## config.mk

```make
export PLATFORM = sky130hd
export DESIGN_NAME = rtcsr_core
export DESIGN_NICKNAME = d
export VERILOG_FILES = /design/src/hdl/rtcsr_bcd_inc.v /design/src/hdl/rtcsr_core.v
export VERILOG_INCLUDE_DIRS = /design/src /design/src/pkg
export SDC_FILE = /design/constraint.sdc
export NUM_CORES = 1
export LEC_CHECK = 0
export ABC_CLOCK_PERIOD_IN_PS = 2400
export BUFFER_PORTS_ARGS = -buffer_cell sky130_fd_sc_hd__buf_2
export CORE_ASPECT_RATIO = 0.5
export CORE_MARGIN = 2
export CORE_UTILIZATION = 35
export DETAILED_ROUTE_END_ITERATION = 6
export GPL_TIMING_DRIVEN = 1
export SLEW_MARGIN = 20
export SYNTH_ARGS = -nofsm -noshare
export SYNTH_HDL_FRONTEND = slang
export SYNTH_HIERARCHICAL = 1
export SYNTH_SLANG_ARGS = --single-unit
```

## constraint.sdc

```tcl
create_clock -name core_clk -period 2.4 [get_ports core_clk]
set_input_delay 0.36 -clock core_clk [delete_from_list [all_inputs] [get_ports core_clk]]
set_output_delay 0.36 -clock core_clk [all_outputs]
set_load 0.05 [all_outputs]
```

## src/pkg/rtcsr_defs.vh

```
// constants for the status, reset and time-keeping register block
// assumes a byte-wide register port driven by a serial front end
// Behaviour
// - power-on flag, status bit 5, set on power-on reset, cleared by writing zero.
// - recovery-reset flag, status bit 4, set by self-recovery or system reset.
// - low-voltage flags: bit 2 below first threshold, bit 3 below second.
// - unimplemented bits in status, reset and time registers read as zero.
// - time registers hold BCD with separate tens and units digits.
// - seconds at 08h hold BCD 0 to 59 in bits 6..0, bit 7 unused.
// - minutes at 09h hold BCD 0 to 59 in bits 6..0, bit 7 unused.
// - hours bit 6 selects 12-hour; then bit 5 is PM, bits 4..0 hours 1-12.
// - in 24-hour format hours bits 5..0 hold BCD 0 to 23.
`ifndef RTCSR_DEFS_VH
`define RTCSR_DEFS_VH
`define RTCSR_ADDR_STATUS 8'h03
`define RTCSR_ADDR_RESET 8'h04
`define RTCSR_ADDR_SEC 8'h08
`define RTCSR_ADDR_MIN 8'h09
`define RTCSR_ADDR_HOUR 8'h0a
`define RTCSR_BIT_BUSY 7
`define RTCSR_BIT_PON 5
`define RTCSR_BIT_SR 4
`define RTCSR_BIT_V2 3
`define RTCSR_BIT_V1 2
`define RTCSR_BIT_SYSTEM_RESET_TRIGGER 4
`define RTCSR_BIT_FMT12 6
`define RTCSR_BIT_PM 5
`define RTCSR_MASK_STATUS 8'hbc
`define RTCSR_MASK_MS 8'h7f
`define RTCSR_MASK_HOUR 8'h7f
`define RTCSR_RST_SEC 8'h00
`define RTCSR_RST_MIN 8'h00
`define RTCSR_RST_HOUR 8'h00
`define RTCSR_BCD_59 8'h59
`define RTCSR_BCD_23 8'h23
`define RTCSR_BCD_12 8'h12
`define RTCSR_BCD_11 8'h11
`define RTCSR_BCD_01 8'h01
`endif

```

## src/hdl/rtcsr_bcd_inc.v

```verilog
// one-digit-pair BCD incrementer with wrap
// assumes a valid packed BCD input
`timescale 1ns/1ps
module rtcsr_bcd_inc (
  // operand
  input wire [7:0] value,
  input wire [7:0] max_value,
  input wire [7:0] wrap_value,
  // result
  output reg [7:0] result,
  output reg carry
);
  always @* begin
    if (value == max_value) begin
      result = wrap_value;
      carry = 1'b1;
    end else if (value[3:0] == 4'h9) begin
      result = {value[7:4] + 4'h1, 4'h0};
      carry = 1'b0;
    end else begin
      result = {value[7:4], value[3:0] + 4'h1};
      carry = 1'b0;
    end
  end
endmodule // rtcsr_bcd_inc

```

## src/hdl/rtcsr_core.v

```verilog
// status, reset command and seconds/minutes/hours time-keeping
// assumes a serial front end giving one-cycle byte reads/writes on core_clk
`timescale 1ns/1ps
`include "rtcsr_defs.vh"
module rtcsr_core (
  // clock and reset
  input wire core_clk,
  input wire rst,
  // register port
  input wire reg_wr,
  input wire reg_rd,
  input wire [7:0] reg_addr,
  input wire [7:0] reg_wdata,
  output reg [7:0] reg_rdata,
  // events from analog and store logic
  input wire tick_1hz,
  input wire below_threshold_one,
  input wire below_threshold_two,
  input wire self_recovery_event,
  input wire store_active,
  // restart request to the rest of the device
  output wire logic_restart
);
  // ------------------------------------------------------------
  // input synchronisers
  // ------------------------------------------------------------
  reg [4:0] sync_a;
  reg [4:0] sync_b;
  reg tick_last;
  always @(posedge core_clk or posedge rst) begin
    if (rst) begin
      sync_a <= 5'h00;
      sync_b <= 5'h00;
      tick_last <= 1'b0;
    end else begin
      sync_a <= {store_active, self_recovery_event, below_threshold_two,
                 below_threshold_one, tick_1hz};
      sync_b <= sync_a;
      tick_last <= sync_b[0];
    end
  end
  wire tick = sync_b[0] & ~tick_last;
  wire v1_low = sync_b[1];
  wire v2_low = sync_b[2];
  wire recov_lvl = sync_b[3];
  wire busy = sync_b[4];
  reg recov_last;
  always @(posedge core_clk or posedge rst) begin
    if (rst) begin
      recov_last <= 1'b0;
    end else begin
      recov_last <= recov_lvl;
    end
  end
  wire recov_ev = recov_lvl & ~recov_last;

  // ------------------------------------------------------------
  // registers
  // ------------------------------------------------------------
  reg power_on_flag;
  reg recovery_reset_flag;
  reg low_voltage_first_flag;
  reg low_voltage_second_flag;
  reg system_reset_trigger;
  reg [7:0] time_seconds;
  reg [7:0] time_minutes;
  reg [7:0] time_hours;

  // ------------------------------------------------------------
  // address decode
  // ------------------------------------------------------------
  wire wr_status = reg_wr && (reg_addr == `RTCSR_ADDR_STATUS);
  wire wr_reset = reg_wr && (reg_addr == `RTCSR_ADDR_RESET);
  wire wr_sec = reg_wr && (reg_addr == `RTCSR_ADDR_SEC);
  wire wr_min = reg_wr && (reg_addr == `RTCSR_ADDR_MIN);
  wire wr_hour = reg_wr && (reg_addr == `RTCSR_ADDR_HOUR);

  // trigger held one cycle then cleared; it is the restart pulse
  assign logic_restart = system_reset_trigger;

  // ------------------------------------------------------------
  // time counting
  // ------------------------------------------------------------
  wire fmt12 = time_hours[`RTCSR_BIT_FMT12];
  wire pm = time_hours[`RTCSR_BIT_PM];
  wire [7:0] hr_val = fmt12 ? {3'b000, time_hours[4:0]}
                            : {2'b00, time_hours[5:0]};
  wire [7:0] sec_next;
  wire [7:0] min_next;
  wire [7:0] hr_inc;
  wire sec_carry;
  wire min_carry;
  rtcsr_bcd_inc u_sec (
    .value(time_seconds & `RTCSR_MASK_MS),
    .max_value(`RTCSR_BCD_59),
    .wrap_value(8'h00),
    .result(sec_next),
    .carry(sec_carry)
  );
  rtcsr_bcd_inc u_min (
    .value(time_minutes & `RTCSR_MASK_MS),
    .max_value(`RTCSR_BCD_59),
    .wrap_value(8'h00),
    .result(min_next),
    .carry(min_carry)
  );
  rtcsr_bcd_inc u_hr (
    .value(hr_val),
    .max_value(fmt12 ? `RTCSR_BCD_12 : `RTCSR_BCD_23),
    .wrap_value(fmt12 ? `RTCSR_BCD_01 : 8'h00),
    .result(hr_inc),
    .carry()
  );
  reg [7:0] next_hours;
  always @* begin
    if (fmt12) begin
      // 11 -> 12 toggles am/pm, 12 -> 1 keeps it
      next_hours = {1'b0, 1'b1, pm ^ (hr_val == `RTCSR_BCD_11),
                    hr_inc[4:0]};
    end else begin
      next_hours = {2'b00, hr_inc[5:0]};
    end
  end

  // ------------------------------------------------------------
  // status flags and restart trigger
  // ------------------------------------------------------------
  // a hardware set wins over a host clear in the same cycle
  function flag_next;
    input cur;
    input hw_set;
    input host_clr;
    begin
      if (hw_set) begin
        flag_next = 1'b1;
      end else if (host_clr) begin
        flag_next = 1'b0;
      end else begin
        flag_next = cur;
      end
    end
  endfunction

  wire clr_pon = wr_status && !reg_wdata[`RTCSR_BIT_PON];
  wire clr_sr = wr_status && !reg_wdata[`RTCSR_BIT_SR];
  wire clr_v1 = wr_status && !reg_wdata[`RTCSR_BIT_V1];
  wire clr_v2 = wr_status && !reg_wdata[`RTCSR_BIT_V2];
  wire set_sr = system_reset_trigger | recov_ev;

  always @(posedge core_clk or posedge rst) begin
    if (rst) begin
      power_on_flag <= 1'b1;
      recovery_reset_flag <= 1'b0;
      low_voltage_first_flag <= 1'b0;
      low_voltage_second_flag <= 1'b0;
      system_reset_trigger <= 1'b0;
    end else begin
      // only rst sets the power-on flag
      power_on_flag <= flag_next(power_on_flag, 1'b0, clr_pon);
      recovery_reset_flag <= flag_next(recovery_reset_flag, set_sr,
        clr_sr);
      low_voltage_first_flag <= flag_next(low_voltage_first_flag, v1_low,
        clr_v1);
      low_voltage_second_flag <= flag_next(low_voltage_second_flag,
        v2_low, clr_v2);
      if (system_reset_trigger) begin
        system_reset_trigger <= 1'b0;
      end else if (wr_reset) begin
        system_reset_trigger <= reg_wdata[`RTCSR_BIT_SYSTEM_RESET_TRIGGER];
      end
    end
  end

  // ------------------------------------------------------------
  // time register updates
  // ------------------------------------------------------------
  // host write wins over the tick; no range correction
  always @(posedge core_clk or posedge rst) begin
    if (rst) begin
      time_seconds <= `RTCSR_RST_SEC;
      time_minutes <= `RTCSR_RST_MIN;
      time_hours <= `RTCSR_RST_HOUR;
    end else if (system_reset_trigger) begin
      time_seconds <= `RTCSR_RST_SEC;
      time_minutes <= `RTCSR_RST_MIN;
      time_hours <= `RTCSR_RST_HOUR;
    end else begin
      begin
        if (wr_sec) begin
          time_seconds <= reg_wdata & `RTCSR_MASK_MS;
        end else if (tick) begin
          time_seconds <= sec_next;
        end
        if (wr_min) begin
          time_minutes <= reg_wdata & `RTCSR_MASK_MS;
        end else if (tick && sec_carry) begin
          time_minutes <= min_next;
        end
        if (wr_hour) begin
          time_hours <= reg_wdata & `RTCSR_MASK_HOUR;
        end else if (tick && sec_carry && min_carry) begin
          time_hours <= next_hours;
        end
      end
    end
  end

  // ------------------------------------------------------------
  // read-back
  // ------------------------------------------------------------
  always @(posedge core_clk or posedge rst) begin
    if (rst) begin
      reg_rdata <= 8'h00;
    end else if (reg_rd) begin
      case (reg_addr)
        `RTCSR_ADDR_STATUS: reg_rdata <= {busy, 1'b0, power_on_flag,
          recovery_reset_flag, low_voltage_second_flag,
          low_voltage_first_flag, 2'b00};
        `RTCSR_ADDR_RESET: reg_rdata <= {3'b000, system_reset_trigger,
          4'h0};
        `RTCSR_ADDR_SEC: reg_rdata <= time_seconds & `RTCSR_MASK_MS;
        `RTCSR_ADDR_MIN: reg_rdata <= time_minutes & `RTCSR_MASK_MS;
        `RTCSR_ADDR_HOUR: reg_rdata <= time_hours & `RTCSR_MASK_HOUR;
        default: reg_rdata <= 8'h00;
      endcase
    end
  end
endmodule // rtcsr_core

```

After elaboration in Yosys (flattened, before gate mapping) --
Cells that the tools add are included.
Operators by class: add/subtract/negate cells 6, equal/unequal tests 12, muxes and demuxes 30, bitwise logic cells 6, reduce and logical (&&, ||, !) cells 25
Operators with widths (count):
- 7-bit two-way mux | 14
- 8-bit one-hot mux with 5 select lines | 1
- 8-bit by 4-bit equality test with 1-bit output, second input constant | 3
- 6-bit two-way mux | 4
- 7-bit equality test, second input constant | 2
- 4-bit by 1-bit adder with 4-bit output, second input constant | 3
- 4-bit equality test, second input constant | 3
- 1-bit logical AND | 11
- 1-bit two-way mux | 11
- 3-bit nonzero test | 3
- 8-bit by 2-bit equality test with 1-bit output, second input constant | 1
- 8-bit by 3-bit equality test with 1-bit output, second input constant | 1
- 4-bit nonzero test | 2
- 3-bit by 1-bit adder with 3-bit output, second input constant | 2
- 6-bit by 5-bit equality test with 1-bit output, second input constant | 1
- 6-bit equality test | 1
- 2-bit nonzero test | 3
- 1-bit zero test | 4
- 2-bit AND reduction | 2
- 2-bit by 1-bit adder with 2-bit output, second input constant | 1
- 1-bit AND | 2
- 1-bit NOT | 2
- 1-bit OR | 1
- 1-bit bitwise XOR | 1
Word-level totals: flip-flop bits (word level) 46

Longest topological paths before layout --
Gate-level depths: netlist of run 1.
word-level depth 8, gate-level depth with buffers 9

Modules after synthesis --
The synthesis of run 1 kept the hierarchy.
Modules (own cells, without submodules):
- rtcsr_core | instances 1, cells an instance 211, area an instance 2243.4 µm², seq. area each 1152.4 µm²
- rtcsr_bcd_inc | instances 3, cells an instance 38, area an instance 320.3 µm², seq. area each 0.0 µm²

Least setup slack after synthesis of run 1 --
No wires, ideal clock.
path kind register to register, start point register time_hours[6], end point register time_hours[5], data arrival time 1810 ps, path slack 437 ps, stages on the path, launching flop included 10, cells stage by stage dfrtp_1 nor2b_1 xor2_1 nor4_1 nand2_2 mux2_2 nor2_1 nor2_1 o21ai_0 a311oi_1
Between the ends: word-level cells in the longest chain between the ends 8, elaborated cells on any way between the ends 12, classes of those cells add/sub (1); eq/ne (2); mux (8); bitwise (1)
RTL lines:
- start: declaration | RTL line rtcsr_core.v:67 | reg [7:0] time_hours;
- start signal: assignment | RTL line rtcsr_core.v:182 | time_hours <= `RTCSR_RST_HOUR;
- start signal: assignment | RTL line rtcsr_core.v:186 | time_hours <= `RTCSR_RST_HOUR;
- start signal: assignment | RTL line rtcsr_core.v:200 | time_hours <= reg_wdata & `RTCSR_MASK_HOUR;
- 6-bit two-way mux * | RTL line rtcsr_core.v:86 | wire [7:0] hr_val = fmt12 ? {3'b000, time_hours[4:0]}
- net hr_val[5] | RTL line rtcsr_core.v:86
- 2-bit by 1-bit adder with 2-bit output | RTL line rtcsr_bcd_inc.v:18 | result = {value[7:4] + 4'h1, 4'h0};
- 6-bit two-way mux | RTL line rtcsr_bcd_inc.v:17 | end else if (value[3:0] == 4'h9) begin
- 6-bit two-way mux * | RTL line rtcsr_bcd_inc.v:14 | if (value == max_value) begin
- net hr_inc[5] | RTL line rtcsr_core.v:90 | wire [7:0] hr_inc;
- 7-bit two-way mux * | RTL line rtcsr_core.v:116 | if (fmt12) begin
- 7-bit two-way mux * | RTL line rtcsr_core.v:201 | end else if (tick && sec_carry && min_carry) begin
- 7-bit two-way mux * | RTL line rtcsr_core.v:199 | if (wr_hour) begin
- 7-bit two-way mux * | RTL line rtcsr_core.v:183 | end else if (system_reset_trigger) begin
The timed path passes the listed nets; every way through them passes the cells marked *. The select of a mux whose other input is x is not followed. A chain may end at the register's enable or synchronous reset.

Worst setup path after layout of run 1 --
Same ends and word-level chain as after synthesis.

==> results.py, run 1 <==
metrics = {
    "cts": {
        "cts-root-buf": "clkbuf_16",
        "numCtsBuffers": 5,
        "cts_tree": "built",
        "htreeDepth": 2,
        "post_cts_resized": 0,
        "clock_path_buffers": 2,
        "post_cts_buffers": 0,
        "clk-insertion-delay-late_ps": 290,
        "cts_hold_buf": 0,
        "clk_pin_slew_ps": 70,
        "cts_sinks": 46,
    },
    "setup_path": {
        "path_class": "register to register",
        "r2r_slack_ps": 310,
        "worstPathCellList": "nor2b_1 > xor2_1 > nor4_1 > nand2_2 > mux2_2 > nor2_1 > nor2_1 > o21ai_0 > a311oi_1",
        "path_max_fanout": 7,
        "slowest_delay_ps": 470,
        "crit_arrival_ps": 2250,
        "reg2reg_depth": 9,
        "cp_common_cell": "nor2_1",
        "crit_buf_inv": 0,
        "cp_slowest_cell": "dfrtp_1",
        "r2r_start": "time_hours[6]",
        "crit_required_ps": 2560,
        "crit_family": "simple AND/OR/NAND/NOR gates",
        "endpoint_kind": "register",
        "start_kind": "register",
        "reg2reg_to": "time_hours[5]",
    },
    "pwr": {
        "p_clk_share_pct": 28.6,
        "leakage_nw": 1.86,
        "powerDensity_nw_per_um2": 646,
        "p_int_mw": 1.62,
        "seqPwrFrac_pct": 41.7,
        "vdd_drop_max_mv": 0.286,
        "p_comb_share_pct": 29.7,
        "netSwitchingFraction_pct": 33.1,
        "p_switching_uw": 802,
    },
    "global_routing": {
        "grt_max_degree": 47,
        "grt_antenna_before_repair": 0,
        "grt_pass1_wl_mm": 11.5,
        "grtUsageTotal_pct": 15.4,
        "grt.overflow.total": 0,
        "grt_pass1_vias": 2234,
    },
    "drt": {
        "wl_mm": 6.85,
        "via_count": 2359,
        "drt_iter0_drc": 147,
        "drt_first_pass_iters": 4,
        "drc": 0,
        "avgRoutedWirePerCell_um": 13.3,
        "viasPerCell": 4.60,
        "ant_nets": 0,
    },
    "sta": {
        "finalSetupViolations": 0,
        "period_needed_ps": 2090,
        "setup_tns_ps": 0,
        "finClkSkew_ps": 7.68,
        "rsz0062_at_grt": "no",
        "slew_viol_final": 0,
        "period_share_pct": 87.1,
        "timing.fmax_mhz": 478,
        "hold_violations": 0,
    },
    "die": {
        "initial_core_util_pct": 35.8,
        "die_x_um": 137,
        "fp-row-count": 24,
        "io_pins": 34,
        "die_h_um": 70.5,
        "core_area_um2": 8650,
        "die_area_um2": 9670,
    },
    "run": {
        "max_cap_viol_count": 0,
    },
    "layout": {
        "stdcell_area_um2": 3750,
        "fill_cells": 885,
        "drive_gt1_share_pct": 23.7,
        "areaGrowthSynthToFinish_pct": 21.0,
        "fin_nets": 423,
        "insertedDiodeCount": 0,
    },
    "placement": {
        "placed_area_um2": 3600,
        "place_congestion": 0.807,
        "io_buffer_count": 32,
        "dpl.hpwl_mm": 5.07,
    },
    "synthesis": {
        "yosys_warnings": 6,
        "syn-cell-area_um2": 3100,
        "syn_inst": 312,
        "synth_area_per_cell_um2": 9.93,
    },
    "run_status": {
        "status": "finished, final reports clean",
    },
    "hold_path": {
        "hp-class": "input port to asynchronous set/reset pin",
    },
}
==> sequential cells by signal (all words and copies together), names as in the netlist <==
register	cells
tick_last	1
low_voltage_first_flag	1
sync_b	5
recovery_reset_flag	1
time_seconds	7
sync_a	5
low_voltage_second_flag	1
recov_last	1
logic_restart	1
time_hours	7
power_on_flag	1
reg_rdata	8
time_minutes	7
==> metal layers <==
layer / track usage, % / share of wire [%]
met3: 2.69 / 2.0
met4: 4.01 / 1.4
met2: 23.9 / 45
met5: 0 / 0
met1: 22.2 / 52
==> layout make-up <==
cell class	instances	area [um2]	area share [%]
multi-input cells	279	1970	52.4
flip-flops and latches	46	1150	30.7
clock buffers	5	125	3.34
repair buffers	45	270	7.21
well taps	117	146	3.91
clock inverters	3	21.3	0.567
inverters	18	67.6	1.80
==> per-stage QoR <==
step	power [mW]	worst slack, ps	instances	hold WS (ps)	util (%)
detailed placement	1.74	273	505	335	41.7
floorplan	1.53	486	354	331	-
finish	2.42	309	513	96.0	43.3
global route	2.59	9.02	513	115	43.3
CTS	2.44	305	513	110	43.3
global placement	1.72	312	505	331	41.7
==> layout by cell type, fill, tap and decap left out, types with 11 or more instances in the layout <==
cell type	instances
a211oi_1	12
a21oi_1	12
buf_2	32
buf_4	12
conb_1	44
dfrtp_1	45
inv_1	17
mux2_2	23
mux2i_1	30
nor2_1	36
o21ai_0	11
xor2_1	27
==> worst reg2reg max path, cell delays in order (launching register included) <==
cell and delay (ps):
dfrtp_1 470, nor2b_1 260, xor2_1 100, nor4_1 330, nand2_2 190, mux2_2 310, nor2_1 80, nor2_1 40
o21ai_0 70, a311oi_1 110
==> how the worst max path moves through the flow <==
stage,start,end,slack [ps],depth (start not counted)
detailed placement,reg_addr[5],low_voltage_second_flag,270,6
floorplan,time_seconds[1],time_hours[5],490,8
global route,time_hours[6],time_hours[5],9,9
CTS,time_hours[6],time_hours[5],300,9
global placement,reg_addr[5],low_voltage_second_flag,310,6
finish,time_hours[6],time_hours[5],310,9
==> power groups by stage <==
stage	Clock [mW]	Sequential [mW]	Combinational, mW
after global placement	0	1.02	0.701
after global routing	0.739	1.03	0.819
after floorplan	0	0.999	0.533
after CTS	0.710	1.01	0.724
final	0.692	1.01	0.720
after detailed placement	0	1.02	0.718
No activity file was read; power rests on OpenSTA's default activity.
==> run 2, diff against run 1 <==
CAP_MARGIN = 15   (was unset)
CORE_UTILIZATION = 59   (was 35)
PLACE_DENSITY = 0.8   (was unset)
==> run 2 against run 1 <==
- core utilization increased by 28 points
- sequential cell count unchanged
- count of clock-buffer cells in the layout unchanged
- largest cell class unchanged
- via count increased by 6.6%
- clock skew increased by 2.1 ps
- combinational power decreased by 0.6%
- non-clock buffer count decreased by 6
- total power decreased by 9.1%
- fmax decreased by 2.5%
- critical endpoint unchanged
- sequential share of layout area increased by 1.5 points
==> results.py, run 2 (same netlist as run 1, synthesis figures left out) <==
metrics = {
    "setup_path": {
        "path_class": "register to register",
        "worstPathCellList": "xor2_1 > nor4_2 > nand2_2 > inv_1 > nand3_1 > buf_4 > nor2_1 > o21ai_0 > a311oi_1",
        "start_kind": "register",
        "cp_slowest_cell": "dfrtp_1",
        "crit_required_ps": 2590,
        "slowest_delay_ps": 470,
        "crit_arrival_ps": 2340,
        "path_max_fanout": 8,
        "endpoint_kind": "register",
    },
    "layout": {
        "drive_gt1_share_pct": 22.6,
        "mostFrequentLayoutCells": "dfrtp_1, conb_1, nor2_1, buf_2, mux2i_1",
        "fin_nets": 417,
        "insertedDiodeCount": 0,
        "areaGrowthSynthToFinish_pct": 15.5,
        "layout_commonest_cell": "dfrtp_1",
        "regMostFlops": "reg_rdata",
        "largest_reg_flops": 8,
    },
    "pwr": {
        "p_int_mw": 1.41,
        "p_clk_share_pct": 20.4,
        "p_comb_share_pct": 32.5,
        "p_switching_uw": 791,
        "seqPwrFrac_pct": 47.0,
        "leakage_nw": 1.80,
        "netSwitchingFraction_pct": 35.9,
        "vdd_drop_max_mv": 0.384,
        "powerDensity_nw_per_um2": 615,
    },
    "cts": {
        "cts-root-buf": "clkbuf_8",
        "cts_hold_buf": 0,
        "cts_sinks": 46,
        "numCtsBuffers": 5,
        "cts_tree": "built",
        "clock_path_buffers": 2,
        "htreeDepth": 2,
        "clk-insertion-delay-late_ps": 300,
        "clk_pin_slew_ps": 90,
    },
    "sta": {
        "timing.fmax_mhz": 466,
        "period_needed_ps": 2140,
        "worst_slack_ps": 256,
        "finalSetupViolations": 0,
        "slew_viol_final": 0,
        "setup_tns_ps": 0,
        "slew_headroom_pct": 61.8,
        "hold_violations": 0,
        "finClkSkew_ps": 9.79,
        "period_share_pct": 89.3,
        "tightest_slew_ps": 573,
        "hold-worst-slack_ps": 168,
        "rsz0062_at_grt": "no",
    },
    "drt": {
        "avgRoutedWirePerCell_um": 16.0,
        "viasPerCell": 5.48,
        "drt_first_pass_iters": 4,
        "drc": 0,
        "wl_met3_um": 431,
        "dr_wl_met2_mm": 3.61,
        "ant_nets": 0,
        "wl_mm": 7.36,
        "via_count": 2514,
        "drt_iter0_drc": 190,
        "top_layer": "met4",
        "wl_met1_mm": 3.26,
    },
    "die": {
        "initial_core_util_pct": 62.0,
        "die_area_um2": 5880,
        "core_area_um2": 5000,
        "io_pins": 34,
        "die_h_um": 55.2,
        "die_x_um": 106,
        "fp-row-count": 18,
    },
    "placement": {
        "dpl.hpwl_mm": 5.55,
        "dp_slack_ps": 250,
        "place_congestion": 0.988,
        "io_buffer_count": 32,
    },
    "global_routing": {
        "grt_max_degree": 47,
        "grt_antenna_before_repair": 0,
        "grt_pass1_wl_mm": 12.0,
        "grtUsageTotal_pct": 26.3,
        "grt_pass1_vias": 2447,
        "grt.overflow.total": 0,
    },
    "hold_path": {
        "hp-class": "input port to register",
    },
    "run": {
        "max_cap_viol_count": 0,
    },
    "run_status": {
        "status": "finished, final reports clean",
    },
}
## run 2: changes by cell type in the layout (fill, tap and decap cells not counted), sizes merged
cell and delta:
clkinvlp -1, clkinv +1, inv -1, buf -6
## run 2: per-stage QoR
step | instance area, um2 | power [mW] | util, % | instances
floorplan | 3260 | 1.53 | - | 354
global placement | 3490 | 1.67 | 69.7 | 452
detailed placement | 3490 | 1.75 | 69.7 | 452
CTS | 3560 | 2.19 | 71.3 | 459
global route | 3580 | 2.33 | 71.5 | 459
finish | 3580 | 2.20 | 71.5 | 459
## run 2: area by class of cell
class                      count  area [um2]
clock buffer                   5        68.8
clock inverter                 2        10.0
fill                         395        1420
inverter                      18        67.6
multi-input combinational    279        1980
sequential                    46        1150
tap                           70        87.6
timing repair buffer          39         213
## run 2: final timing paths
kind,from,endpoint,slack (ps),cells after the start
setup reg to reg,time_seconds[1],time_hours[5],260,9
setup / recovery,time_seconds[1],time_hours[5],260,9
hold / removal,below_threshold_one,sync_a[1],170,1
min in group asynchronous,rst,sync_b[3],190,3
max in group asynchronous,rst,time_seconds[2],1810,3
hold reg to reg,sync_a[2],sync_b[2],350,0
## run 2: timing repair
item / 4_1_cts / 5_1_grt
gates resized for setup: 0 / 2
endpoints found under the setup margin: 0 / 1
setup buffers: 0 / 0
hold endpoints to repair: 0 / 0
## run 2: power by group through the flow
stage,logic (mW),clock network [mW],registers [mW]
after floorplan,0.533,0,0.999
after global placement,0.639,0,1.03
after detailed placement,0.699,0,1.05
after CTS,0.704,0.451,1.03
after global routing,0.794,0.487,1.05
final,0.716,0.450,1.04
## run 2: worst max-delay path: cells and delay by family, from the launching register on
kind / cells / cell delay, ps
simple gates: 4 / 710
buf+inv: 2 / 320
xor+xnor: 1 / 200
compound gates: 2 / 340
flops: 1 / 470
## run 2: routing by layer
layer	global-route usage, %	vias up
met5	0	-
met4	5.75	0
met3	5.43	11
met2	44.1	65
met1	35.5	1225
li1	-	1213
